`config.mk`:
```
export PLATFORM = sky130hd
export DESIGN_NAME = ppm_port_power
export DESIGN_NICKNAME = d
export VERILOG_FILES = /design/src/common/ppm_pkg.sv /design/src/hdl/ppm_port_power.sv /design/src/hdl/ppm_pin_driver.sv
export SDC_FILE = /design/constraint.sdc
export NUM_CORES = 1
export LEC_CHECK = 0
export ABC_AREA = 1
export ABC_CLOCK_PERIOD_IN_PS = 2900
export BUFFER_PORTS_ARGS = -buffer_cell sky130_fd_sc_hd__buf_2
export CORE_AREA = 2 2 102 94
export CTS_BUF_LIST = sky130_fd_sc_hd__clkbuf_4 sky130_fd_sc_hd__clkbuf_8
export DETAILED_ROUTE_END_ITERATION = 7
export DIE_AREA = 0 0 104 96
export PLACE_DENSITY = 0.75
export SLEW_MARGIN = 15
export SYNTH_ARGS = -nofsm -noshare
export SYNTH_HDL_FRONTEND = slang
export SYNTH_SLANG_ARGS = --single-unit
```
`constraint.sdc`:
```
create_clock -name ref_clk_i -period 2.9 [get_ports ref_clk_i]
set_input_delay 0.58 -clock ref_clk_i [delete_from_list [all_inputs] [get_ports ref_clk_i]]
set_output_delay 0.58 -clock ref_clk_i [all_outputs]
set_load 0.05 [all_outputs]
```
`src/common/ppm_pkg.sv`:
```
// Purpose: Shared constants for the port and power mode controller.
// Assumes: Core clock at 100 MHz; registers written over a simple special-function port.
// Notes:   Offsets, field positions and reset values live here only.
package ppm_pkg;

	// ==========================================================
	// Register map
	localparam logic [7:0] POWER_MODE_CONTROL_ADDR = 8'h87;
	localparam logic [7:0] PORT_ONE_LATCH_ADDR     = 8'h90;
	localparam logic [7:0] PORT_TWO_LATCH_ADDR     = 8'ha0;
	localparam logic [7:0] CONFIG_ONE_ADDR         = 8'hb0;

	// ==========================================================
	// Field positions
	localparam int IDLE_REQUEST_BIT      = 0;
	localparam int POWERDOWN_REQUEST_BIT = 1;
	localparam int CFG_HIGH_ADDR_EN_BIT  = 0;
	localparam int CFG_SELECT_GPIO_BIT   = 3;

	// ==========================================================
	// Reset values
	localparam logic [7:0] POWER_MODE_CONTROL_RESET = 8'h00;
	localparam logic [7:0] PORT_LATCH_RESET         = 8'hff;
	localparam logic [7:0] CONFIG_ONE_RESET         = 8'h00;

	// ==========================================================
	// Timing: strong pullup lasts two oscillator periods
	localparam int STRONG_PULLUP_NS     = 20;
	localparam int CLK_PERIOD_NS        = 10;
	localparam int STRONG_PULLUP_CYCLES = (STRONG_PULLUP_NS + CLK_PERIOD_NS - 1) / CLK_PERIOD_NS;

	typedef enum logic [1:0] {
		PPM_RUN,
		PPM_IDLE,
		PPM_POWERDOWN
	} ppm_mode_t;

endpackage : ppm_pkg

```
`src/hdl/ppm_port_power.sv`:
```
// Purpose: Port 1/2 address muxing, pin modes and idle / power-down control.
// Assumes: Special-function writes arrive as a one-cycle strobe with address and data.
// Notes:   Pins are split into output, enable and input; the pad resolves them.
// How it works
// Address enable high puts low address out
// Address enable low shows port one latch
// Port two shows high address when allowed
// Quasi pins have fixed weak pullups
// Strong one only briefly, then weak
// Internal port zero feeds scan only
// Power bit zero enters idle
// Idle gates core clock, keeps state
// Idle holds pins, strobes high
// Reset or enabled interrupt ends idle
// Conversion during idle may be invalid
// Power bit one stops all clocks
// Power-down deselects memory unless gpio
// Power-down forces both strobes low
// Only reset leaves power-down
// Board drives floating pins in power-down
// Reset tri-states buses, releases pins
// Access select sampled at reset fall
// Memory select usable as gpio
`timescale 1ns/1ps
module ppm_port_power
	import ppm_pkg::*;
(
	// Clock and reset
	input  wire logic       ref_clk_i,
	input  wire logic       reset_i,
	// Special-function register port
	input  wire logic       sfr_write_i,
	input  wire logic [7:0] sfr_addr_i,
	input  wire logic [7:0] sfr_wdata_i,
	output logic      [7:0] sfr_rdata_o,
	// Core side
	input  wire logic [14:0] fetch_addr_i,
	input  wire logic        fetch_active_i,
	input  wire logic        addr_latch_pulse_i,
	input  wire logic        prog_store_pulse_i,
	input  wire logic        ext_fetch_i,
	input  wire logic        wake_interrupt_i,
	input  wire logic [7:0]  port_zero_i,
	output logic             core_clk_enable_o,
	output logic             periph_clk_enable_o,
	output logic             osc_enable_o,
	output logic             ext_program_mem_o,
	output logic             conversion_suspect_o,
	output logic [7:0]       scan_drive_o,
	// Pins
	input  wire logic        low_addr_out_enable_i,
	input  wire logic        ext_access_select_n_i,
	output logic [7:0]       port_one_pin_o,
	output logic [7:0]       port_one_oe_o,
	output logic [6:0]       port_two_pin_o,
	output logic [6:0]       port_two_oe_o,
	output logic             addr_latch_strobe_o,
	output logic             prog_store_strobe_n_o,
	input  wire logic        ext_mem_select_n_i,
	output logic             ext_mem_select_n_o,
	output logic             ext_mem_select_n_oe_o,
	output logic             muxed_addr_data_bus_oe_o,
	output logic             host_data_bus_oe_o,
	output logic [4:0]       open_drain_oe_o,
	output logic [4:0]       open_drain_pin_o
);

	// ==========================================================
	// Pin synchronisers
	logic loaden_s1, loaden_s2, acc_sel_s1, acc_sel_s2, cs_s1, cs_s2;
	always_ff @(posedge ref_clk_i) begin
		loaden_s1 <= low_addr_out_enable_i;
		loaden_s2 <= loaden_s1;
		acc_sel_s1 <= ext_access_select_n_i;
		acc_sel_s2 <= acc_sel_s1;
		cs_s1     <= ext_mem_select_n_i;
		cs_s2     <= cs_s1;
	end

	// ==========================================================
	// Registers and mode
	ppm_mode_t  mode, next_mode;
	logic [7:0] power_mode_control, next_power_mode_control;
	logic [7:0] port_one_latch, next_port_one_latch;
	logic [7:0] port_two_latch, next_port_two_latch;
	logic [7:0] config_one, next_config_one;
	logic       acc_sel_latched, next_acc_sel_latched;
	logic       reset_d;
	logic       held_in_reset;
	logic       ale_q, next_ale_q, psen_q, next_psen_q;
	logic       cs_q, next_cs_q;
	logic       conv_q, next_conv_q;

	function automatic logic sfr_hit(input logic [7:0] a, input logic [7:0] want);
		sfr_hit = sfr_write_i && (a == want);
	endfunction : sfr_hit

	always_comb begin
		next_power_mode_control = power_mode_control;
		next_port_one_latch     = port_one_latch;
		next_port_two_latch     = port_two_latch;
		next_config_one         = config_one;
		next_mode               = mode;
		next_conv_q             = conv_q;
		// no writes while core halted
		if (mode == PPM_RUN) begin
			if (sfr_hit(sfr_addr_i, POWER_MODE_CONTROL_ADDR)) next_power_mode_control = sfr_wdata_i;
			if (sfr_hit(sfr_addr_i, PORT_ONE_LATCH_ADDR))     next_port_one_latch = sfr_wdata_i;
			if (sfr_hit(sfr_addr_i, PORT_TWO_LATCH_ADDR))     next_port_two_latch = sfr_wdata_i;
			if (sfr_hit(sfr_addr_i, CONFIG_ONE_ADDR))         next_config_one = sfr_wdata_i;
		end
		case (mode)
			PPM_RUN: begin
				// power-down wins over idle
				if (next_power_mode_control[POWERDOWN_REQUEST_BIT]) begin
					next_mode = PPM_POWERDOWN;
				// idle entry
				end else if (next_power_mode_control[IDLE_REQUEST_BIT]) begin
					next_mode = PPM_IDLE;
					// conversion result not guaranteed
					next_conv_q = 1'b1;
				end
			end
			PPM_IDLE: begin
				// interrupt wake
				if (wake_interrupt_i) begin
					next_mode = PPM_RUN;
					next_power_mode_control[IDLE_REQUEST_BIT] = 1'b0;
				end
			end
			// only reset exits
			PPM_POWERDOWN: next_mode = PPM_POWERDOWN;
			default:       next_mode = PPM_RUN;
		endcase
	end

	// sample access select at reset fall
	assign next_acc_sel_latched = (reset_d && !reset_i) ? acc_sel_s2 : acc_sel_latched;

	always_ff @(posedge ref_clk_i) begin
		reset_d     <= reset_i;
		acc_sel_latched <= next_acc_sel_latched;
		if (reset_i) begin
			// reset ends both modes
			mode               <= PPM_RUN;
			power_mode_control <= POWER_MODE_CONTROL_RESET;
			port_one_latch     <= PORT_LATCH_RESET;
			port_two_latch     <= PORT_LATCH_RESET;
			config_one         <= CONFIG_ONE_RESET;
			conv_q             <= 1'b0;
			ale_q              <= 1'b0;
			psen_q             <= 1'b0;
			cs_q               <= 1'b1;
		end else begin
			mode               <= next_mode;
			power_mode_control <= next_power_mode_control;
			port_one_latch     <= next_port_one_latch;
			port_two_latch     <= next_port_two_latch;
			config_one         <= next_config_one;
			conv_q             <= next_conv_q;
			ale_q              <= next_ale_q;
			psen_q             <= next_psen_q;
			cs_q               <= next_cs_q;
		end
	end

	assign held_in_reset = reset_i;

	// ==========================================================
	// Port values
	logic [7:0] port_one_value;
	logic [6:0] port_two_value;
	logic       freeze;
	always_comb begin
		// low address or latch
		port_one_value = (loaden_s2 && fetch_active_i) ? fetch_addr_i[7:0] : port_one_latch;
		// high address gating
		if (fetch_active_i && (!acc_sel_latched || config_one[CFG_HIGH_ADDR_EN_BIT])) begin
			port_two_value = fetch_addr_i[14:8];
		end else begin
			port_two_value = port_two_latch[6:0];
		end
	end
	// pins hold in idle and power-down
	assign freeze = (mode != PPM_RUN);

	ppm_pin_driver #(.WIDTH(8)) u_port_one (
		.ref_clk_i     (ref_clk_i),
		.reset_i       (reset_i),
		.freeze_i      (freeze),
		.value_i       (port_one_value),
		.pin_o         (port_one_pin_o),
		.pin_oe_o      (port_one_oe_o),
		.weak_pullup_o ()
	);
	ppm_pin_driver #(.WIDTH(7)) u_port_two (
		.ref_clk_i     (ref_clk_i),
		.reset_i       (reset_i),
		.freeze_i      (freeze),
		.value_i       (port_two_value),
		.pin_o         (port_two_pin_o),
		.pin_oe_o      (port_two_oe_o),
		.weak_pullup_o ()
	);

	// ==========================================================
	// Strobes and memory select
	always_comb begin
		next_ale_q  = addr_latch_pulse_i;
		next_psen_q = !(prog_store_pulse_i && ext_fetch_i);
		next_cs_q   = !(ext_fetch_i && fetch_active_i);
		case (next_mode)
			// strobes high in idle
			PPM_IDLE: begin
				next_ale_q  = 1'b1;
				next_psen_q = 1'b1;
				next_cs_q   = 1'b1;
			end
			// strobes low in power-down
			PPM_POWERDOWN: begin
				next_ale_q  = 1'b0;
				next_psen_q = 1'b0;
				// deselect memory
				next_cs_q   = 1'b1;
			end
			default: begin
			end
		endcase
	end

	assign addr_latch_strobe_o   = ale_q;
	assign prog_store_strobe_n_o = psen_q;
	// select pin as gpio
	assign ext_mem_select_n_o    = config_one[CFG_SELECT_GPIO_BIT] ? port_two_latch[7] : cs_q;
	assign ext_mem_select_n_oe_o = !config_one[CFG_SELECT_GPIO_BIT] || !port_two_latch[7];

	// ==========================================================
	// Clocks, buses and misc
	// clock gating
	assign core_clk_enable_o    = (mode == PPM_RUN);
	assign periph_clk_enable_o  = (mode != PPM_POWERDOWN);
	assign osc_enable_o         = (mode != PPM_POWERDOWN);
	assign ext_program_mem_o    = !acc_sel_latched;
	assign conversion_suspect_o = conv_q;
	// port zero only to scan logic
	assign scan_drive_o         = port_zero_i;
	// buses released at reset
	assign muxed_addr_data_bus_oe_o = !held_in_reset && fetch_active_i && (mode == PPM_RUN);
	assign host_data_bus_oe_o       = 1'b0;
	assign open_drain_pin_o         = 5'h00;
	assign open_drain_oe_o          = held_in_reset ? 5'h00 : 5'h00;

	always_comb begin
		case (sfr_addr_i)
			POWER_MODE_CONTROL_ADDR: sfr_rdata_o = power_mode_control;
			PORT_ONE_LATCH_ADDR:     sfr_rdata_o = port_one_latch;
			PORT_TWO_LATCH_ADDR:     sfr_rdata_o = {config_one[CFG_SELECT_GPIO_BIT] ? cs_s2 : port_two_latch[7],
			                                        port_two_latch[6:0]};
			CONFIG_ONE_ADDR:         sfr_rdata_o = config_one;
			default:                 sfr_rdata_o = 8'h00;
		endcase
	end

	// ==========================================================
	// Checks
	idle_strobes_high_a: assert property (@(posedge ref_clk_i) disable iff (reset_i)
		(mode == PPM_IDLE) |-> (ale_q && psen_q))
		else $error("strobes not high in idle");
	pd_strobes_low_a: assert property (@(posedge ref_clk_i) disable iff (reset_i)
		(mode == PPM_POWERDOWN) |=> (!ale_q && !psen_q))
		else $error("strobes not low in power-down");
	pd_no_wake_a: assert property (@(posedge ref_clk_i) disable iff (reset_i)
		(mode == PPM_POWERDOWN) |=> (mode == PPM_POWERDOWN))
		else $error("left power-down without reset");
	idle_entry_a: assert property (@(posedge ref_clk_i) disable iff (reset_i)
		(mode == PPM_RUN && sfr_write_i && sfr_addr_i == POWER_MODE_CONTROL_ADDR && sfr_wdata_i == 8'h01)
		|=> (mode == PPM_IDLE))
		else $error("idle not entered");
	pd_clocks_off_a: assert property (@(posedge ref_clk_i) disable iff (reset_i)
		(mode == PPM_POWERDOWN) |-> (!osc_enable_o && !core_clk_enable_o))
		else $error("clocks running in power-down");
	idle_wake_a: assert property (@(posedge ref_clk_i) disable iff (reset_i)
		(mode == PPM_IDLE && wake_interrupt_i) |=> (mode == PPM_RUN))
		else $error("interrupt did not wake idle");
	port_one_addr_a: assert property (@(posedge ref_clk_i) disable iff (reset_i)
		(mode == PPM_RUN && loaden_s2 && fetch_active_i) |=> (port_one_pin_o == $past(fetch_addr_i[7:0])))
		else $error("low address not on port one");
	pd_deselect_a: assert property (@(posedge ref_clk_i) disable iff (reset_i)
		(mode == PPM_POWERDOWN && !config_one[CFG_SELECT_GPIO_BIT]) |-> ext_mem_select_n_o)
		else $error("memory still selected in power-down");

endmodule : ppm_port_power

```
`src/hdl/ppm_pin_driver.sv`:
```
// Purpose: One quasi-bidirectional pin group: strong drive of a rising one for a short time, then weak.
// Assumes: Same clock as the caller.
// Notes:   Output enable high means strong drive; weak pullup is reported separately.
`timescale 1ns/1ps
module ppm_pin_driver
	import ppm_pkg::*;
#(
	parameter int WIDTH = 8
) (
	// Clock and reset
	input  wire logic             ref_clk_i,
	input  wire logic             reset_i,
	// Control
	input  wire logic             freeze_i,
	input  wire logic [WIDTH-1:0] value_i,
	// Pin side
	output logic      [WIDTH-1:0] pin_o,
	output logic      [WIDTH-1:0] pin_oe_o,
	output logic      [WIDTH-1:0] weak_pullup_o
);

	// Boost counter is two bits wide, so the strong time must fit in 1 to 3 cycles
	if (WIDTH < 1 || STRONG_PULLUP_CYCLES < 1 || STRONG_PULLUP_CYCLES > 3) begin : g_bad_params
		$error("ppm_pin_driver: bad parameters");
	end

	logic [WIDTH-1:0] value_q;
	logic [WIDTH-1:0] next_value_q;
	logic [1:0]       boost [WIDTH];
	logic [1:0]       next_boost [WIDTH];

	always_comb begin
		next_value_q = freeze_i ? value_q : value_i;
		for (int i = 0; i < WIDTH; i++) begin
			// brief strong one
			if (!value_q[i] && next_value_q[i]) begin
				next_boost[i] = 2'(STRONG_PULLUP_CYCLES);
			end else if (boost[i] != 2'h0 && !freeze_i) begin
				next_boost[i] = boost[i] - 2'h1;
			end else begin
				next_boost[i] = boost[i];
			end
		end
	end

	always_ff @(posedge ref_clk_i) begin
		if (reset_i) begin
			value_q <= '1;
			for (int i = 0; i < WIDTH; i++) begin
				boost[i] <= 2'h0;
			end
		end else begin
			value_q <= next_value_q;
			boost   <= next_boost;
		end
	end

	always_comb begin
		for (int i = 0; i < WIDTH; i++) begin
			pin_o[i]    = value_q[i];
			// pullup holds ones
			pin_oe_o[i]      = !value_q[i] || (boost[i] != 2'h0);
			weak_pullup_o[i] = 1'b1;
		end
	end

	strong_short_a: assert property (@(posedge ref_clk_i) disable iff (reset_i)
		(boost[0] != 2'h0 && !freeze_i) |=> boost[0] != $past(boost[0]))
		else $error("strong pullup held too long");

endmodule : ppm_pin_driver

```
==> metrics.md <==
| Metric | Value |
|---|---|
| Result of the run | complete, no violations |
| Number of nets at the end of the flow | 734 |
| Sequential power share | 0.336 |
| Power Dens Cells | 905 nW/um^2 |
| Overall die height | 96 um |
| Combinational power share | 0.416 |
| Max-capacitance violation count | 0 |
| Per-instance average area after synthesis | 7.41 um^2 |
| Worst path max stage delay | 0.26 ns |
| Fraction of post-synthesis cell area in the top cell type by area | 0.413 |
| Pin count of the biggest net entering global routing | 26 |
| Crit path max-delay cell type | sky130_fd_sc_hd__nor2_1 |
| Clock network fraction of design power | 0.248 |
| Global Route Usage Sum | 0.212 |
| Number of rows created at floorplan | 33 |
| Count of warnings emitted by yosys | 0 |
| Number of clock sinks seen by CTS | 91 |
| Via-per-instance ratio | 5.09 |
| Count of state elements after synthesis | 91 |
| Number of buffers between clock root and the deepest sink | 2 |
| Portion of the post-synthesis area used by sequential elements | 0.420 |
| Vias in the first global route | 3713 |
| Initial Utilization | 0.489 |
| Critical path arrival | 1.90 ns |
| Achievable frequency | 0.404 GHz |
| Post-DP HPWL | 7780 um |
| Overall die area | 9980 um^2 |
| Area taken by flip-flops and latches | 1830 um^2 |
| Cell internal power dissipation | 2.76 mW |
| TritonCTS clock tree | yes |
| Aggregate negative setup slack | 0 ns |
| Top cells by area in the synthesized netlist | sky130_fd_sc_hd__dfxtp_1 41%, sky130_fd_sc_hd__nand2_1 10%, sky130_fd_sc_hd__a21oi_1 7.2% |
| Cell breakdown of the critical path | buf_2, inv_1, nand2_1, nor2_1, nand2_1, o22ai_1, a21oi_1, nand2_1, buf_2 |
| Yosys cell types | 33 |
| Critical Path RT | 2.32 ns |
| Layout overhead on the synthesized area | 16.5% |
| Largest voltage drop on the vdd net | 422 uV |
| Via total after detailed routing | 4041 |
| Launching element type of the critical path | input pin |
| Kind of cell with the highest combined delay on the critical path | simple AND/OR/NAND/NOR gates |
| Final global-route overflow total | 0 |
| Crit path time final | 2.48 ns |
| Post-cts resize count | 0 |
| Leak pwr | 2.46 nW |
| Worst Setup Path Type | in2out |
| Die width | 104 um |
| Final cycle utilization of the critical path | 0.854 |
| Core Footprint | 8920 um^2 |
| Final weighted congestion in routability-driven placement | 0.945 |
| Crit path top cell by count | sky130_fd_sc_hd__nand2_1 |
| Worst skew pair latency | 0.36 ns |
| Net switching component of the power | 1.83 mW |
| Slew @ Worst Pin | 0.617 ns |
| Count of TritonRoute iterations in the first routing pass | 7 |
| H-tree level count | 3 |
| Number of I/O pins | 117 |
| Remaining number of nets flagged by the antenna check after routing | 0 |
| Final Hold Fails | 0 |
| Netlist area before placement | 4360 um^2 |
| Post-cts hold buffer count | 0 |
| Buffering stage count on the worst path with inverters included | 3 |
| Clock input transition at the sequential cells of the worst setup and hold paths | 0.09 ns |
| Input/output buffers | 89 |
| TritonCTS Buffers | 9 |
| Synth Instances | 588 |
| CP endpoint kind | output port |
| Fraction of layout cells with a size suffix above 1 | 0.193 |
| Total area of multi-input combinational cells | 2000 um^2 |
| Largest area contributor in the netlist | sky130_fd_sc_hd__dfxtp_1 |
| Path type of the worst min-delay path | in2reg |
| Antenna violations before repair | 0 |
| Max_slew headroom | 0.588 |
| Maximum clock skew at final layout | 0.00974 ns |
| DRC violation total after the first TritonRoute iteration | 248 |
| Final-report setup violation count | 0 |
| Net switching fraction of the power | 0.398 |
| Unrepaired setup endpoints after global routing | no |
| Wire length of the first global-routing pass | 16900 um |
| Fill cell instance count of the final layout | 846 |
| Routed wire length per instance | 13.1 um |
| Clock root cell | sky130_fd_sc_hd__clkbuf_8 |
| Fraction of the core area covered by cells at the end of the flow | 0.569 |
| Maximum fanout along the worst path | 8 |
| Residual DRC count | 0 |
| Count of inserted antenna diode cells | 0 |
| Final slew viol count | 0 |
| Number of setup buffers added after CTS | 0 |
| Post-Route WL | 10400 um |
[per-layer routing]
layer / wire, um / share of wire / global-route usage
met5: 0 / 0 / 0
met4: 116 / 0.011 / 0.0698
met3: 854 / 0.082 / 0.0413
met2: 4840 / 0.46 / 0.369
met1: 4600 / 0.44 / 0.268
[metrics by stage]
step           hold slack (ns)  power [mW]  setup WS (ns)  instance area [um^2]  std cells
6_report                 0.311        4.59          0.422                  5080        794
4_1_cts                  0.302        4.62          0.433                  5080        794
2_1_floorplan            0.310        3.12          0.255                  4400        598
3_5_place_dp             0.312        3.49          0.436                  4810        778
3_3_place_gp             0.310        3.37          0.483                  4810        778
5_1_grt                  0.295        4.91          0.245                  5080        794
[power groups by stage]
stage / Combinational (mW) / Sequential, mW / Clock (mW)
after global placement: 1.81 / 1.56 / 0
after global routing: 2.14 / 1.56 / 1.20
final: 1.91 / 1.55 / 1.14
after floorplan: 1.53 / 1.59 / 0
after detailed placement: 1.91 / 1.57 / 0
after CTS: 1.92 / 1.54 / 1.15
[sequential cells by signal, summed over array words and instances (netlist names)]
name and count:
config_one 8, conversion_suspect_o 1, u_port_one.pin_o 8, mode 2, acc_sel_latched 1, u_port_one.boost 16
loaden_s1 1, u_port_two.pin_o 7, acc_sel_s2 1, port_two_latch 8, addr_latch_strobe_o 1, u_port_two.boost 14
prog_store_strobe_n_o 1, loaden_s2 1, cs_q 1, cs_s1 1, port_one_latch 8, power_mode_control 8
reset_d 1, acc_sel_s1 1, cs_s2 1
[worst reg2reg max path, cell delays in order (launching register included)]
cell	delay, ns
sky130_fd_sc_hd__dfxtp_1	0.33
sky130_fd_sc_hd__inv_2	0.07
sky130_fd_sc_hd__nand2_2	0.17
sky130_fd_sc_hd__nor2_2	0.24
sky130_fd_sc_hd__nand3_2	0.28
sky130_fd_sc_hd__nand2_1	0.14
sky130_fd_sc_hd__nand2_1	0.10
sky130_fd_sc_hd__nand3_1	0.12
sky130_fd_sc_hd__nand2_1	0.08
sky130_fd_sc_hd__inv_1	0.06
sky130_fd_sc_hd__ha_1	0.25
sky130_fd_sc_hd__inv_1	0.06
sky130_fd_sc_hd__nand2_1	0.06
sky130_fd_sc_hd__a21oi_1	0.14
[layout make-up]
type	count	area share
clock inverters	5	0.0246
flip-flops and latches	91	0.361
clock buffers	11	0.0286
repair buffers	96	0.0981
inverters	86	0.0636
multi-input cells	383	0.394
well taps	122	0.0301
[cells in the final DEF (no fill, tap or decap), types with 8 or more instances in the layout]
cell type                  synthesis  final
sky130_fd_sc_hd__or2_1             8      8
sky130_fd_sc_hd__conb_1            1     11
sky130_fd_sc_hd__inv_1            83     83
sky130_fd_sc_hd__o21a_1            8      8
sky130_fd_sc_hd__buf_2             5     89
sky130_fd_sc_hd__nand2_1         118    118
sky130_fd_sc_hd__a21oi_1          63     63
sky130_fd_sc_hd__dfxtp_1          90     90
sky130_fd_sc_hd__clkbuf_8          0     10
sky130_fd_sc_hd__o21ai_0          30     30
sky130_fd_sc_hd__nand3_1          19     19
sky130_fd_sc_hd__o22ai_1           8      8
sky130_fd_sc_hd__o211ai_1         24     24
sky130_fd_sc_hd__nor2_1           47     47
sky130_fd_sc_hd__ha_1             17     17
[cells in the mapped netlist]
library cell	instances
sky130_fd_sc_hd__or2_2	7
sky130_fd_sc_hd__nor3_1	4
sky130_fd_sc_hd__a211oi_1	1
sky130_fd_sc_hd__nand3_2	1
sky130_fd_sc_hd__buf_1	1
sky130_fd_sc_hd__o21a_1	8
sky130_fd_sc_hd__nor4_4	1
sky130_fd_sc_hd__o21ai_2	1
sky130_fd_sc_hd__inv_1	83
sky130_fd_sc_hd__edfxtp_1	1
sky130_fd_sc_hd__buf_2	5
sky130_fd_sc_hd__nor2_1	47
sky130_fd_sc_hd__clkbuf_1	8
sky130_fd_sc_hd__buf_4	22
sky130_fd_sc_hd__or2_1	8
sky130_fd_sc_hd__ha_1	17
sky130_fd_sc_hd__and2_1	1
sky130_fd_sc_hd__nand2_2	3
sky130_fd_sc_hd__buf_6	1
sky130_fd_sc_hd__nand2_1	118
sky130_fd_sc_hd__o211ai_1	24
sky130_fd_sc_hd__o221ai_1	7
sky130_fd_sc_hd__nor2_4	1
sky130_fd_sc_hd__dfxtp_1	90
sky130_fd_sc_hd__o22ai_1	8
sky130_fd_sc_hd__conb_1	1
sky130_fd_sc_hd__o21ai_0	30
sky130_fd_sc_hd__a21oi_1	63
sky130_fd_sc_hd__nand3_1	19
sky130_fd_sc_hd__nor2_2	1
sky130_fd_sc_hd__inv_2	3
sky130_fd_sc_hd__nand4_1	2
sky130_fd_sc_hd__clkbuf_2	1
[worst paths after layout]
check / from / endpoint / slack, ns / cells past startpoint
worst max-delay path: sfr_addr_i[3] / sfr_rdata_o[4] / 0.42 / 9
worst min-delay path: ext_access_select_n_i / acc_sel_s1 / 0.31 / 1
worst max register to register: mode[0] / prog_store_strobe_n_o / 0.71 / 13
worst min register to register: loaden_s1 / loaden_s2 / 0.33 / 0
[cells by family (layout without fill, tap and decap cells)]
kind of cell / count (synthesis) / after routing / synth area share
adders and majority gates: 17 / 17 / 0.0488
buffers and inverters: 124 / 198 / 0.129
AOI/OAI and AO/OA: 142 / 142 / 0.191
and+or+nand+nor: 213 / 213 / 0.210
DFF: 91 / 91 / 0.420
other: 1 / 11 / 0.000860
No activity file was read; power rests on OpenSTA's default activity.
